===== src/logic/supervisor_regs.svh =====
`ifndef SUPERVISOR_REGS_SVH
`define SUPERVISOR_REGS_SVH

// ----------------------------------------
// register offsets (byte addresses)
// ----------------------------------------
`define SUP_CTRL_OFS      8'h00
`define SUP_OVP_THR_OFS   8'h04
`define SUP_OCP_LIM_OFS   8'h08
`define SUP_OPP_LIM_OFS   8'h0C
`define SUP_STATUS_OFS    8'h10
`define SUP_ACK_OFS       8'h14
`define SUP_CNT_BASE_OFS  8'h20
`define SUP_CNT_LAST_OFS  8'h38

// ----------------------------------------
// control register fields
// ----------------------------------------
`define CTRL_OUT_ON_BIT       0
`define CTRL_POST_OT_BIT      1
`define CTRL_POST_PF_BIT      2
`define CTRL_PWR_ON_BIT       3
`define CTRL_PARALLEL_BIT     4

// ----------------------------------------
// alarm bit positions (status, ack, counters)
// ----------------------------------------
`define ALM_OT      0
`define ALM_OV      1
`define ALM_OC      2
`define ALM_OP      3
`define ALM_SAFE    4
`define ALM_SF      5
`define ALM_PF      6
`define ALARM_N     7

// ----------------------------------------
// status register fields above the alarms
// ----------------------------------------
`define STAT_OUT_EN_BIT   8
`define STAT_READY_BIT    9
`define STAT_REMOTE_BIT   10
`define STAT_MENU_BIT     11
`define STAT_VIEW_BIT     12

// ----------------------------------------
// widths, reset values, fixed levels
// ----------------------------------------
`define MEAS_W            16
`define CNT_W             16
`define NV_W              69
`define OVP_THR_RST       16'h0000
`define OCP_LIM_RST       16'hFFFF
`define OPP_LIM_RST       32'hFFFFFFFF
`define CFG_RST           4'h0
// voltage in 10 mV units: 60.6 V
`define FIXED_SAFETY_OVERVOLTAGE_ALARM_CODE   16'h17AC
`define OVP_MAX_PERCENT   110

`endif

===== src/logic/supervisor_pkg.sv =====
`default_nettype none
`include "supervisor_regs.svh"

package supervisor_pkg;

    typedef enum logic [1:0] {
        PH_LOAD,
        PH_RUN,
        PH_DOWN
    } phase_t;

    typedef struct packed {
        phase_t                   phase;
        logic [`ALARM_N-1:0]      alarm;
        logic                     out_req;
        logic                     out_en;
        logic [3:0]               cfg;
        logic [`MEAS_W-1:0]       ovp_thr;
        logic [`MEAS_W-1:0]       ocp_lim;
        logic [2*`MEAS_W-1:0]     opp_lim;
        logic                     remote;
        logic                     menu;
        logic                     status_view;
        logic                     ot_q;
        logic                     mains_q;
        logic                     sw_q;
        logic                     nv_store;
        logic [`NV_W-1:0]         nv_data;
        logic [31:0]              prdata;
    } sup_state_t;

    typedef struct packed {
        logic [`ALARM_N-1:0][`CNT_W-1:0] cnt;
    } cnt_state_t;

endpackage : supervisor_pkg

`default_nettype wire


===== src/logic/alarm_cnt_if.sv =====
`default_nettype none
`include "supervisor_regs.svh"

interface alarm_cnt_if;
    logic [`ALARM_N-1:0] hit;
    logic [2:0]          sel;
    logic [`CNT_W-1:0]   count;

    modport src  (output hit, output sel, input count);
    modport bank (input hit, input sel, output count);
endinterface : alarm_cnt_if

`default_nettype wire


===== src/logic/alarm_counter_bank.sv =====
`default_nettype none
`include "supervisor_regs.svh"

module alarm_counter_bank
    import supervisor_pkg::*;
(
    // clock and reset
    input  wire logic   sys_clk,
    input  wire logic   srst,
    // events in, count out
    alarm_cnt_if.bank   cnt_if
);

    cnt_state_t                           st_ff;
    cnt_state_t                           nxt_st;
    logic [`ALARM_N-1:0][`CNT_W-1:0]      inc_val;

    // ----------------------------------------
    // saturating increment per alarm
    // ----------------------------------------
    genvar gi;
    generate
        for (gi = 0; gi < `ALARM_N; gi++) begin : g_cnt
            assign inc_val[gi] = (cnt_if.hit[gi] && st_ff.cnt[gi] != {`CNT_W{1'b1}}) ?
                                 st_ff.cnt[gi] + `CNT_W'(1) : st_ff.cnt[gi];
        end
    endgenerate

    always_comb begin
        nxt_st.cnt = inc_val;
    end

    always_ff @(posedge sys_clk) begin
        if (srst) begin
            st_ff <= '0;
        end else begin
            st_ff <= nxt_st;
        end
    end

    assign cnt_if.count = (cnt_if.sel < 3'(`ALARM_N)) ? st_ff.cnt[cnt_if.sel] : '0;

    // ----------------------------------------
    // checks
    // ----------------------------------------
    a_count_step: assert property (@(posedge sys_clk) disable iff (srst)
        (cnt_if.hit[0] && st_ff.cnt[0] != {`CNT_W{1'b1}}) |=> st_ff.cnt[0] == $past(st_ff.cnt[0]) + `CNT_W'(1))
        else $error("alarm counter did not step");

endmodule : alarm_counter_bank

`default_nettype wire


===== src/logic/output_alarm_supervisor.sv =====
`default_nettype none
`include "supervisor_regs.svh"

module output_alarm_supervisor
    import supervisor_pkg::*;
#(
    parameter logic [`MEAS_W-1:0] NOMINAL_V      = 16'h1770,
    parameter bit                 HAS_FIXED_SAFETY_OVERVOLTAGE_ALARM = 1'b1
) (
    // clock and reset
    input  wire logic                  sys_clk,
    input  wire logic                  srst,
    // apb slave
    input  wire logic                  psel,
    input  wire logic                  penable,
    input  wire logic                  pwrite,
    input  wire logic [7:0]            paddr,
    input  wire logic [31:0]           pwdata,
    output logic [31:0]                prdata,
    output logic                       pready,
    output logic                       pslverr,
    // measurements from the power stage
    input  wire logic                  meas_valid,
    input  wire logic [`MEAS_W-1:0]    meas_voltage,
    input  wire logic [`MEAS_W-1:0]    meas_current,
    input  wire logic                  over_temp,
    input  wire logic                  fixed_safety_overvoltage_alarm_cmp,
    input  wire logic                  share_bus_short,
    input  wire logic                  share_bus_wired,
    input  wire logic                  mains_fail,
    input  wire logic                  power_switch_off,
    // front panel
    input  wire logic                  local_lock,
    input  wire logic                  panel_on_req,
    input  wire logic                  panel_off_req,
    input  wire logic                  panel_menu_req,
    input  wire logic                  panel_menu_exit,
    input  wire logic                  panel_take_local,
    output logic                       menu_open,
    output logic                       status_view,
    // non-volatile storage
    output logic                       nv_load_req,
    input  wire logic                  nv_load_valid,
    input  wire logic [`NV_W-1:0]      nv_load_data,
    output logic                       nv_store,
    output logic [`NV_W-1:0]           nv_store_data,
    // power stage and analogue interface
    output logic                       output_enable,
    output logic                       device_ready,
    output logic                       ai_over_temp,
    output logic                       ai_overvoltage
);

    localparam logic [`MEAS_W-1:0] OVP_MAX = `MEAS_W'((32'(NOMINAL_V) * `OVP_MAX_PERCENT) / 100);

    sup_state_t               st_ff;
    sup_state_t               nxt_st;
    alarm_cnt_if              cnt_bus ();

    logic                     apb_wr;
    logic                     apb_setup;
    logic                     mapped;
    logic                     wr_ok;
    logic [`ALARM_N-1:0]      trip;
    logic [`ALARM_N-1:0]      ack;
    logic [2*`MEAS_W-1:0]     power;
    logic                     sample;
    logic                     kill;
    logic                     on_req;
    logic                     off_req;
    logic [`MEAS_W-1:0]       wr_ovp;

    // ----------------------------------------
    // apb decode
    // ----------------------------------------
    always_comb begin
        mapped = (paddr[1:0] == 2'b00) &&
                 (paddr <= `SUP_ACK_OFS ||
                  (paddr >= `SUP_CNT_BASE_OFS && paddr <= `SUP_CNT_LAST_OFS));
    end

    assign apb_setup = psel && !penable;
    assign apb_wr    = psel && penable && pwrite && mapped;
    assign wr_ok     = apb_wr && !local_lock;
    assign pready    = 1'b1;
    assign pslverr   = psel && penable && !mapped;
    assign cnt_bus.sel = 3'(paddr[4:2]);

    // ----------------------------------------
    // trip detection
    // ----------------------------------------
    assign power  = 32'(meas_voltage) * 32'(meas_current);
    assign sample = meas_valid && st_ff.phase == PH_RUN;
    assign wr_ovp = (pwdata[`MEAS_W-1:0] > OVP_MAX) ? OVP_MAX : pwdata[`MEAS_W-1:0];

    always_comb begin
        trip = '0;
        trip[`ALM_OT]   = over_temp && !st_ff.ot_q;
        // terminal voltage, whatever drives it
        trip[`ALM_OV]   = sample && meas_voltage > st_ff.ovp_thr;
        trip[`ALM_OC]   = sample && meas_current >= st_ff.ocp_lim;
        trip[`ALM_OP]   = sample && power >= st_ff.opp_lim;
        trip[`ALM_SAFE] = HAS_FIXED_SAFETY_OVERVOLTAGE_ALARM &&
                          (fixed_safety_overvoltage_alarm_cmp || (meas_valid && meas_voltage >= `FIXED_SAFETY_OVERVOLTAGE_ALARM_CODE));
        trip[`ALM_SF]   = st_ff.phase == PH_RUN &&
                          (share_bus_short || (share_bus_wired && !st_ff.cfg[`CTRL_PARALLEL_BIT-1]));
        trip[`ALM_PF]   = (mains_fail && !st_ff.mains_q) || (power_switch_off && !st_ff.sw_q);
    end

    always_comb begin
        ack = '0;
        if (wr_ok && paddr == `SUP_ACK_OFS) begin
            ack = pwdata[`ALARM_N-1:0];
        end
        ack[`ALM_SAFE] = 1'b0;
    end

    assign kill = |trip[`ALM_SF:`ALM_OV] || (power_switch_off && !st_ff.sw_q);

    always_comb begin
        on_req  = 1'b0;
        off_req = 1'b0;
        if (wr_ok && paddr == `SUP_CTRL_OFS) begin
            on_req  = pwdata[`CTRL_OUT_ON_BIT];
            off_req = !pwdata[`CTRL_OUT_ON_BIT];
        end else if (!st_ff.remote) begin
            on_req  = panel_on_req;
            off_req = panel_off_req;
        end
    end

    // ----------------------------------------
    // next state
    // ----------------------------------------
    always_comb begin
        nxt_st          = st_ff;
        nxt_st.ot_q     = over_temp;
        nxt_st.mains_q  = mains_fail;
        nxt_st.sw_q     = power_switch_off;
        nxt_st.nv_store = 1'b0;
        nxt_st.alarm    = (st_ff.alarm & ~ack) | trip;
        if (apb_setup) begin
            case (paddr)
                `SUP_CTRL_OFS:    nxt_st.prdata = {27'h0, st_ff.cfg, st_ff.out_req};
                `SUP_OVP_THR_OFS: nxt_st.prdata = {16'h0, st_ff.ovp_thr};
                `SUP_OCP_LIM_OFS: nxt_st.prdata = {16'h0, st_ff.ocp_lim};
                `SUP_OPP_LIM_OFS: nxt_st.prdata = st_ff.opp_lim;
                `SUP_STATUS_OFS:  nxt_st.prdata = {19'h0, st_ff.status_view, st_ff.menu, st_ff.remote,
                                                   st_ff.phase == PH_RUN, st_ff.out_en, 1'b0,
                                                   st_ff.alarm};
                default:          nxt_st.prdata = (mapped && paddr >= `SUP_CNT_BASE_OFS) ?
                                                  {16'h0, cnt_bus.count} : 32'h0;
            endcase
        end
        if (apb_wr && !local_lock) begin
            nxt_st.remote = 1'b1;
        end else if (panel_take_local) begin
            nxt_st.remote = 1'b0;
        end
        case (st_ff.phase)
            PH_LOAD: begin
                if (nv_load_valid) begin
                    nxt_st.ovp_thr = nv_load_data[15:0];
                    nxt_st.ocp_lim = nv_load_data[31:16];
                    nxt_st.opp_lim = nv_load_data[63:32];
                    nxt_st.cfg     = nv_load_data[67:64];
                    nxt_st.out_req = nv_load_data[68] && nv_load_data[64+`CTRL_PWR_ON_BIT-1];
                    nxt_st.phase   = PH_RUN;
                end
            end
            PH_RUN: begin
                if (wr_ok) begin
                    case (paddr)
                        `SUP_CTRL_OFS:    nxt_st.cfg     = pwdata[`CTRL_PARALLEL_BIT:`CTRL_POST_OT_BIT];
                        `SUP_OVP_THR_OFS: nxt_st.ovp_thr = wr_ovp;
                        `SUP_OCP_LIM_OFS: nxt_st.ocp_lim = pwdata[`MEAS_W-1:0];
                        `SUP_OPP_LIM_OFS: nxt_st.opp_lim = pwdata;
                        default: ;
                    endcase
                end
                if (off_req) begin
                    nxt_st.out_req = 1'b0;
                end else if (on_req && st_ff.alarm == '0 && trip == '0) begin
                    nxt_st.out_req = 1'b1;
                end
                if (trip[`ALM_OT] && !st_ff.cfg[`CTRL_POST_OT_BIT-1]) begin
                    nxt_st.out_req = 1'b0;
                end
                if (mains_fail && !st_ff.mains_q && !st_ff.cfg[`CTRL_POST_PF_BIT-1]) begin
                    nxt_st.out_req = 1'b0;
                end
                if (kill) begin
                    nxt_st.out_req = 1'b0;
                end
                if (power_switch_off && !st_ff.sw_q) begin
                    nxt_st.nv_store = 1'b1;
                    nxt_st.nv_data  = {st_ff.out_req, st_ff.cfg, st_ff.opp_lim, st_ff.ocp_lim, st_ff.ovp_thr};
                    nxt_st.phase    = PH_DOWN;
                end
            end
            PH_DOWN: begin
                nxt_st.out_req = 1'b0;
            end
            default: begin
                nxt_st.phase = PH_LOAD;
            end
        endcase
        // disable lands with the latch edge
        nxt_st.out_en = nxt_st.out_req && nxt_st.phase == PH_RUN && !over_temp && !mains_fail &&
                        !kill && !nxt_st.alarm[`ALM_SAFE];
        if (panel_menu_exit || nxt_st.out_en) begin
            nxt_st.menu = 1'b0;
        end
        if (panel_menu_exit || !nxt_st.out_en) begin
            nxt_st.status_view = 1'b0;
        end
        if (panel_menu_req && !st_ff.remote) begin
            nxt_st.menu        = !st_ff.out_en && !nxt_st.out_en;
            nxt_st.status_view = st_ff.out_en && nxt_st.out_en;
        end
    end

    always_ff @(posedge sys_clk) begin
        if (srst) begin
            st_ff         <= '0;
            st_ff.phase   <= PH_LOAD;
            st_ff.cfg     <= `CFG_RST;
            st_ff.ovp_thr <= `OVP_THR_RST;
            st_ff.ocp_lim <= `OCP_LIM_RST;
            st_ff.opp_lim <= `OPP_LIM_RST;
        end else begin
            st_ff <= nxt_st;
        end
    end

    // ----------------------------------------
    // counters and outputs
    // ----------------------------------------
    assign cnt_bus.hit = nxt_st.alarm & ~st_ff.alarm;

    alarm_counter_bank u_counters (
        .sys_clk (sys_clk),
        .srst    (srst),
        .cnt_if  (cnt_bus)
    );

    assign prdata         = st_ff.prdata;
    assign output_enable  = st_ff.out_en;
    assign device_ready   = st_ff.phase == PH_RUN;
    assign nv_load_req    = st_ff.phase == PH_LOAD;
    assign nv_store       = st_ff.nv_store;
    assign nv_store_data  = st_ff.nv_data;
    assign menu_open      = st_ff.menu;
    assign status_view    = st_ff.status_view;
    assign ai_over_temp   = st_ff.alarm[`ALM_OT];
    assign ai_overvoltage = st_ff.alarm[`ALM_OV];

    // ----------------------------------------
    // checks
    // ----------------------------------------
    a_ot_disable: assert property (@(posedge sys_clk) disable iff (srst)
        (over_temp && !st_ff.ot_q) |=> st_ff.alarm[`ALM_OT] && !output_enable)
        else $error("over-temperature did not disable output");
    a_ot_no_restore: assert property (@(posedge sys_clk) disable iff (srst)
        (st_ff.alarm[`ALM_OT] && !st_ff.cfg[`CTRL_POST_OT_BIT-1]) |-> !output_enable)
        else $error("output back on after over-temperature");
    a_ovp_trip: assert property (@(posedge sys_clk) disable iff (srst)
        (sample && meas_voltage > st_ff.ovp_thr) |=> st_ff.alarm[`ALM_OV] && !output_enable)
        else $error("overvoltage not latched");
    a_ocp_trip: assert property (@(posedge sys_clk) disable iff (srst)
        (sample && meas_current >= st_ff.ocp_lim) |=> st_ff.alarm[`ALM_OC] && !output_enable)
        else $error("overcurrent not latched");
    a_opp_trip: assert property (@(posedge sys_clk) disable iff (srst)
        (sample && power >= st_ff.opp_lim) |=> st_ff.alarm[`ALM_OP] && !output_enable)
        else $error("overpower not latched");
    a_safety_hold: assert property (@(posedge sys_clk) disable iff (srst)
        st_ff.alarm[`ALM_SAFE] |=> st_ff.alarm[`ALM_SAFE] && !output_enable)
        else $error("safety alarm released");
    a_share_trip: assert property (@(posedge sys_clk) disable iff (srst)
        (st_ff.phase == PH_RUN && share_bus_short) |=> st_ff.alarm[`ALM_SF] && !output_enable)
        else $error("share bus fault not latched");
    a_switch_off: assert property (@(posedge sys_clk) disable iff (srst)
        (st_ff.phase == PH_RUN && $rose(power_switch_off)) |=>
        nv_store && !output_enable && st_ff.alarm[`ALM_PF] && nv_store_data[68] == $past(st_ff.out_req))
        else $error("switch-off not handled");
    a_boot_off: assert property (@(posedge sys_clk) disable iff (srst)
        !device_ready |-> !output_enable)
        else $error("output on before ready");
    a_menu_gate: assert property (@(posedge sys_clk) disable iff (srst)
        menu_open |-> !output_enable)
        else $error("menu open with output on");

    c_ot_trip:  cover property (@(posedge sys_clk) disable iff (srst) $rose(st_ff.alarm[`ALM_OT]));
    c_restore:  cover property (@(posedge sys_clk) disable iff (srst)
        st_ff.alarm[`ALM_OT] && $rose(output_enable));
    c_store:    cover property (@(posedge sys_clk) disable iff (srst) nv_store);
    c_remote:   cover property (@(posedge sys_clk) disable iff (srst) $rose(st_ff.remote));

endmodule : output_alarm_supervisor

`default_nettype wire


===== config.mk =====
export PLATFORM = sky130hd
export DESIGN_NAME = output_alarm_supervisor
export DESIGN_NICKNAME = d
export VERILOG_FILES = /design/src/logic/supervisor_pkg.sv /design/src/logic/alarm_cnt_if.sv /design/src/logic/alarm_counter_bank.sv /design/src/logic/output_alarm_supervisor.sv
export VERILOG_INCLUDE_DIRS = /design/src /design/src/logic
export SDC_FILE = /design/constraint.sdc
export NUM_CORES = 1
export LEC_CHECK = 0
export BUFFER_PORTS_ARGS = -buffer_cell sky130_fd_sc_hd__buf_2
export CORE_MARGIN = 2
export CORE_UTILIZATION = 45
export CTS_BUF_LIST = sky130_fd_sc_hd__clkbuf_8
export CTS_CLUSTER_SIZE = 16
export DETAILED_ROUTE_END_ITERATION = 16
export PLACE_DENSITY_LB_ADDON = 0.05
export SLEW_MARGIN = 20
export SYNTH_ARGS = -nofsm -noshare
export SYNTH_HDL_FRONTEND = slang
export SYNTH_SLANG_ARGS = --single-unit

===== constraint.sdc =====
create_clock -name sys_clk -period 11 [get_ports sys_clk]
set_clock_uncertainty 0.1 [all_clocks]
set_input_delay 3.3 -clock sys_clk [delete_from_list [all_inputs] [get_ports sys_clk]]
set_output_delay 3.3 -clock sys_clk [all_outputs]
set_load 0.03 [all_outputs]

==> results.sh <==
export IMPL_synth_seq_area_share_pct=24.3
export IMPL_synthesis_area_per_instance_um2=8.26
export IMPL_initial_utilization_pct=45.6
export IMPL_post_synth_top_count_cell="nand2_1"
export IMPL_dominant_combinational_cell_family_by_area_after_synthesis="adder cells"
export IMPL_critical_path_startpoint_type="input port"
export IMPL_synth_seq_cells=299
export IMPL_placement_cell_area_um2=26600
export IMPL_final_hold_viol_count=0
export IMPL_drtAntennaViolNets=0
export IMPL_maxClockFrequency_mhz=93.0
export IMPL_critPathMaxStageDelay_ps=550
export IMPL_period_needed_ps=10750
export IMPL_critical_path_required_ps=11370
export IMPL_grt_use_met1_pct=39.5
export IMPL_vdd_ir_drop_max_v=0.000429
export IMPL_grt_usage_pct=28.6
export IMPL_asyncSetResetFlopFracSynth_pct=0
export IMPL_std_cell_rows=85
export IMPL_synth_area_um2=24600
export IMPL_io_pins=271
export IMPL_portion_of_synthesized_cell_area_occupied_by_the_leading_cell_type_pct=24.3
export IMPL_yosysWarningCount=0
export IMPL_yosysTopAreaCell="dfxtp_1"
export IMPL_core_region_area_um2=54000
export IMPL_finalHoldWorstSlack_ps=355
export IMPL_drt_initial_drc_count=1447
export IMPL_yosys_area_share_simple_pct=20.5
export IMPL_fp_dieArea_um2=56600
export IMPL_critPathArrivalTime_ps=11120
export IMPL_period_share_pct=97.7
export IMPL_die_width_um=238
export IMPL_cts_buffers=49
export IMPL_synth_cells=2985
export IMPL_synth_top_flop_cell="dfxtp_1"
export IMPL_insertion_delay_ps=610
export IMPL_synthXorXnorAreaFrac_pct=3.55
export IMPL_grt_max_degree=197
export IMPL_critical_path_n_buffers_inverters=8
export IMPL_cts_sink_count=299
export IMPL_drv_cap=0
export IMPL_gp_congestion=0.940
export IMPL_via_per_inst=5.50
export IMPL_buffer_ports_inserted=269
export IMPL_final_layout_size_suffix_gt1_share_pct=18.4
export IMPL_post_synthesis_adder_cell_area_fraction_pct=24.6
export IMPL_final_area_um2=28100
export IMPL_fillers=5327
export IMPL_critical_path_top_delay_family="adder cells"
export IMPL_placedCellCount=3843
export IMPL_p_leak_uw=0.0131
export IMPL_overflow=0
export IMPL_yosys_top_cells_area="dfxtp_1 (24%), fa_1 (16%), ha_1 (8.9%), nand2_1 (6.6%), inv_1 (5.1%)"
export IMPL_tritoncts="yes"
export IMPL_first_pass_grt_wire_length_um=125000
export IMPL_wl_per_cell_um=20.7
export IMPL_report_final_slew_viol_count=0
export IMPL_cts_root_to_sink_buffers=3
export IMPL_chipHeight_um=238
export IMPL_synthToLayoutAreaGrowth_pct=14.0
export IMPL_clk_pin_slew_worst_paths_ps=60
export IMPL_drt_drc_violations_left=0
export IMPL_tightest_slew_ps=1110
export IMPL_synth_compound_area_share_pct=12.6
export IMPL_worstHoldPathType="reg -> reg"
export IMPL_finish_cell_count_without_fillers=3938
export IMPL_leading_post_synthesis_cells_by_instance_count="nand2_1 (434), inv_1 (335), dfxtp_1 (299)"
export IMPL_critPathMaxFanout=10
export IMPL_final_setup_viol_count=0
export IMPL_clockRootBuffer="clkbuf_8"
export IMPL_grt_busiest_layer="met2"
export IMPL_final_core_utilization_pct=52.0
export IMPL_hpwl_um=64700
export IMPL_power_density_nw_per_um2=286
export IMPL_syn_num_nets=3514
export IMPL_accumulated_negative_setup_slack_ps=0
export IMPL_wl_um=81700
export IMPL_run_status="finished clean"
export IMPL_end_kind="register"
export IMPL_antenna_violations_before_repair=0
export IMPL_via_count_of_the_first_global_routing_pass=21300
export IMPL_synth_enable_flop_cells=0
export IMPL_groute_layer_met2_usage_pct=47.3
export IMPL_synth_cell_type_count=84
export IMPL_drt_first_pass_iters=6
export IMPL_worst_slew_margin_rel_pct=25.6
export IMPL_clock_tree_htree_level_count=2
export IMPL_grtUsageMet3_pct=2.94
export IMPL_class_of_the_most_critical_setup_path="in -> reg"
export IMPL_synth_mux_area_share_pct=3.80
export IMPL_crit_slowest_cell="fa_1"
export IMPL_detailroute_via_count=21700
export IMPL_final_nets=3735
==> registers in the layout (all words and copies together) (netlist names), 32 cells and up <==
signal	flops
u_counters.st_ff	112
prdata	32
nv_store_data	69
st_ff	80
==> area by class of cell <==
cell class | count | area [µm²] | share of cell area [%]
Multi-Input combinational cell | 2104 | 16400 | 58.2
Sequential cell | 299 | 5990 | 21.3
Timing Repair Buffer | 416 | 2590 | 9.22
Inverter | 336 | 1260 | 4.49
Clock buffer | 64 | 881 | 3.14
Tap cell | 696 | 871 | 3.10
Clock inverter | 22 | 146 | 0.521
Antenna cell | 1 | 2.50 | 0.00891
==> cells by family (layout without fill, tap and decap cells) <==
family                   after synthesis  count (layout)
other                                  1               2
multiplexers                          70              70
flip-flops                           299             299
AND/OR/NAND/NOR                     1072            1073
XOR/XNOR                             100             100
buffers and inverters                583             838
adder cells (fa/ha/maj)              369             369
AO/OA/AOI/OAI                        491             491
==> metrics by stage <==
stage | setup WS, ps | power, µW
after floorplan | 2.55 | 4590
after global placement | -548 | 6400
after detailed placement | -702 | 6510
after CTS | 38.1 | 7600
after global routing | -47.7 | 8820
final | 251 | 8040
==> placed cells by master (no fill, tap or decap), types with 22 or more instances in the layout <==
cell,instances
nand2_1,433
inv_1,349
dfxtp_1,299
buf_2,253
nor2_1,232
a21oi_1,210
fa_1,183
ha_1,169
buf_4,143
and2_1,119
xnor2_1,70
clkbuf_8,64
o21ai_0,62
nand3_1,60
a211o_1,50
nor3_1,47
mux2i_1,43
nand4_1,32
xor2_1,30
a21o_1,29
a211oi_1,28
a221oi_1,22
==> per-layer routing <==
layer / share of wire (%) / up-vias / routed length (µm)
li1: - / 10200 / -
met1: 44 / 10700 / 36300
met2: 47 / 648 / 38400
met3: 5.4 / 136 / 4390
met4: 3.2 / 0 / 2650
met5: 0 / - / 0
==> tightest hold or removal path, stage by stage, from the launching register on <==
cell and delay [ps]:
dfxtp_1 310, nand2_1 50, a21oi_1 50
==> power by group <==
part           leakage, µW  switching [µW]  internal [µW]  total [µW]
Combinational       0.0100            3010           2800        5820
Sequential         0.00244            69.7           1130        1200
Clock             0.000580             463            565        1030
Total               0.0131            3550           4500        8040
==> path summary, 6_finish.rpt <==
kind / startpoint / end / slack (ps) / cells after the start
max: meas_voltage[8] / u_counters.st_ff[63]$_SDFFE_PP0P_ / 250 / 33
min: prdata[31]$_SDFFE_PP0P_ / prdata[31]$_SDFFE_PP0P_ / 360 / 2
max reg2reg: st_ff[186]$_SDFF_PP0_ / u_counters.st_ff[95]$_SDFFE_PP0P_ / 7080 / 10
min reg2reg: prdata[31]$_SDFFE_PP0P_ / prdata[31]$_SDFFE_PP0P_ / 360 / 2
==> timing repair <==
action / CTS / global route
endpoints found under the setup margin: 10 / 20
cloned: 0 / 1
buffers inserted: 0 / 6
hold buffers: 0 / 0
pin swaps: 0 / 56
gates resized for setup: 2 / 99
No activity file was read; power rests on OpenSTA's default activity.
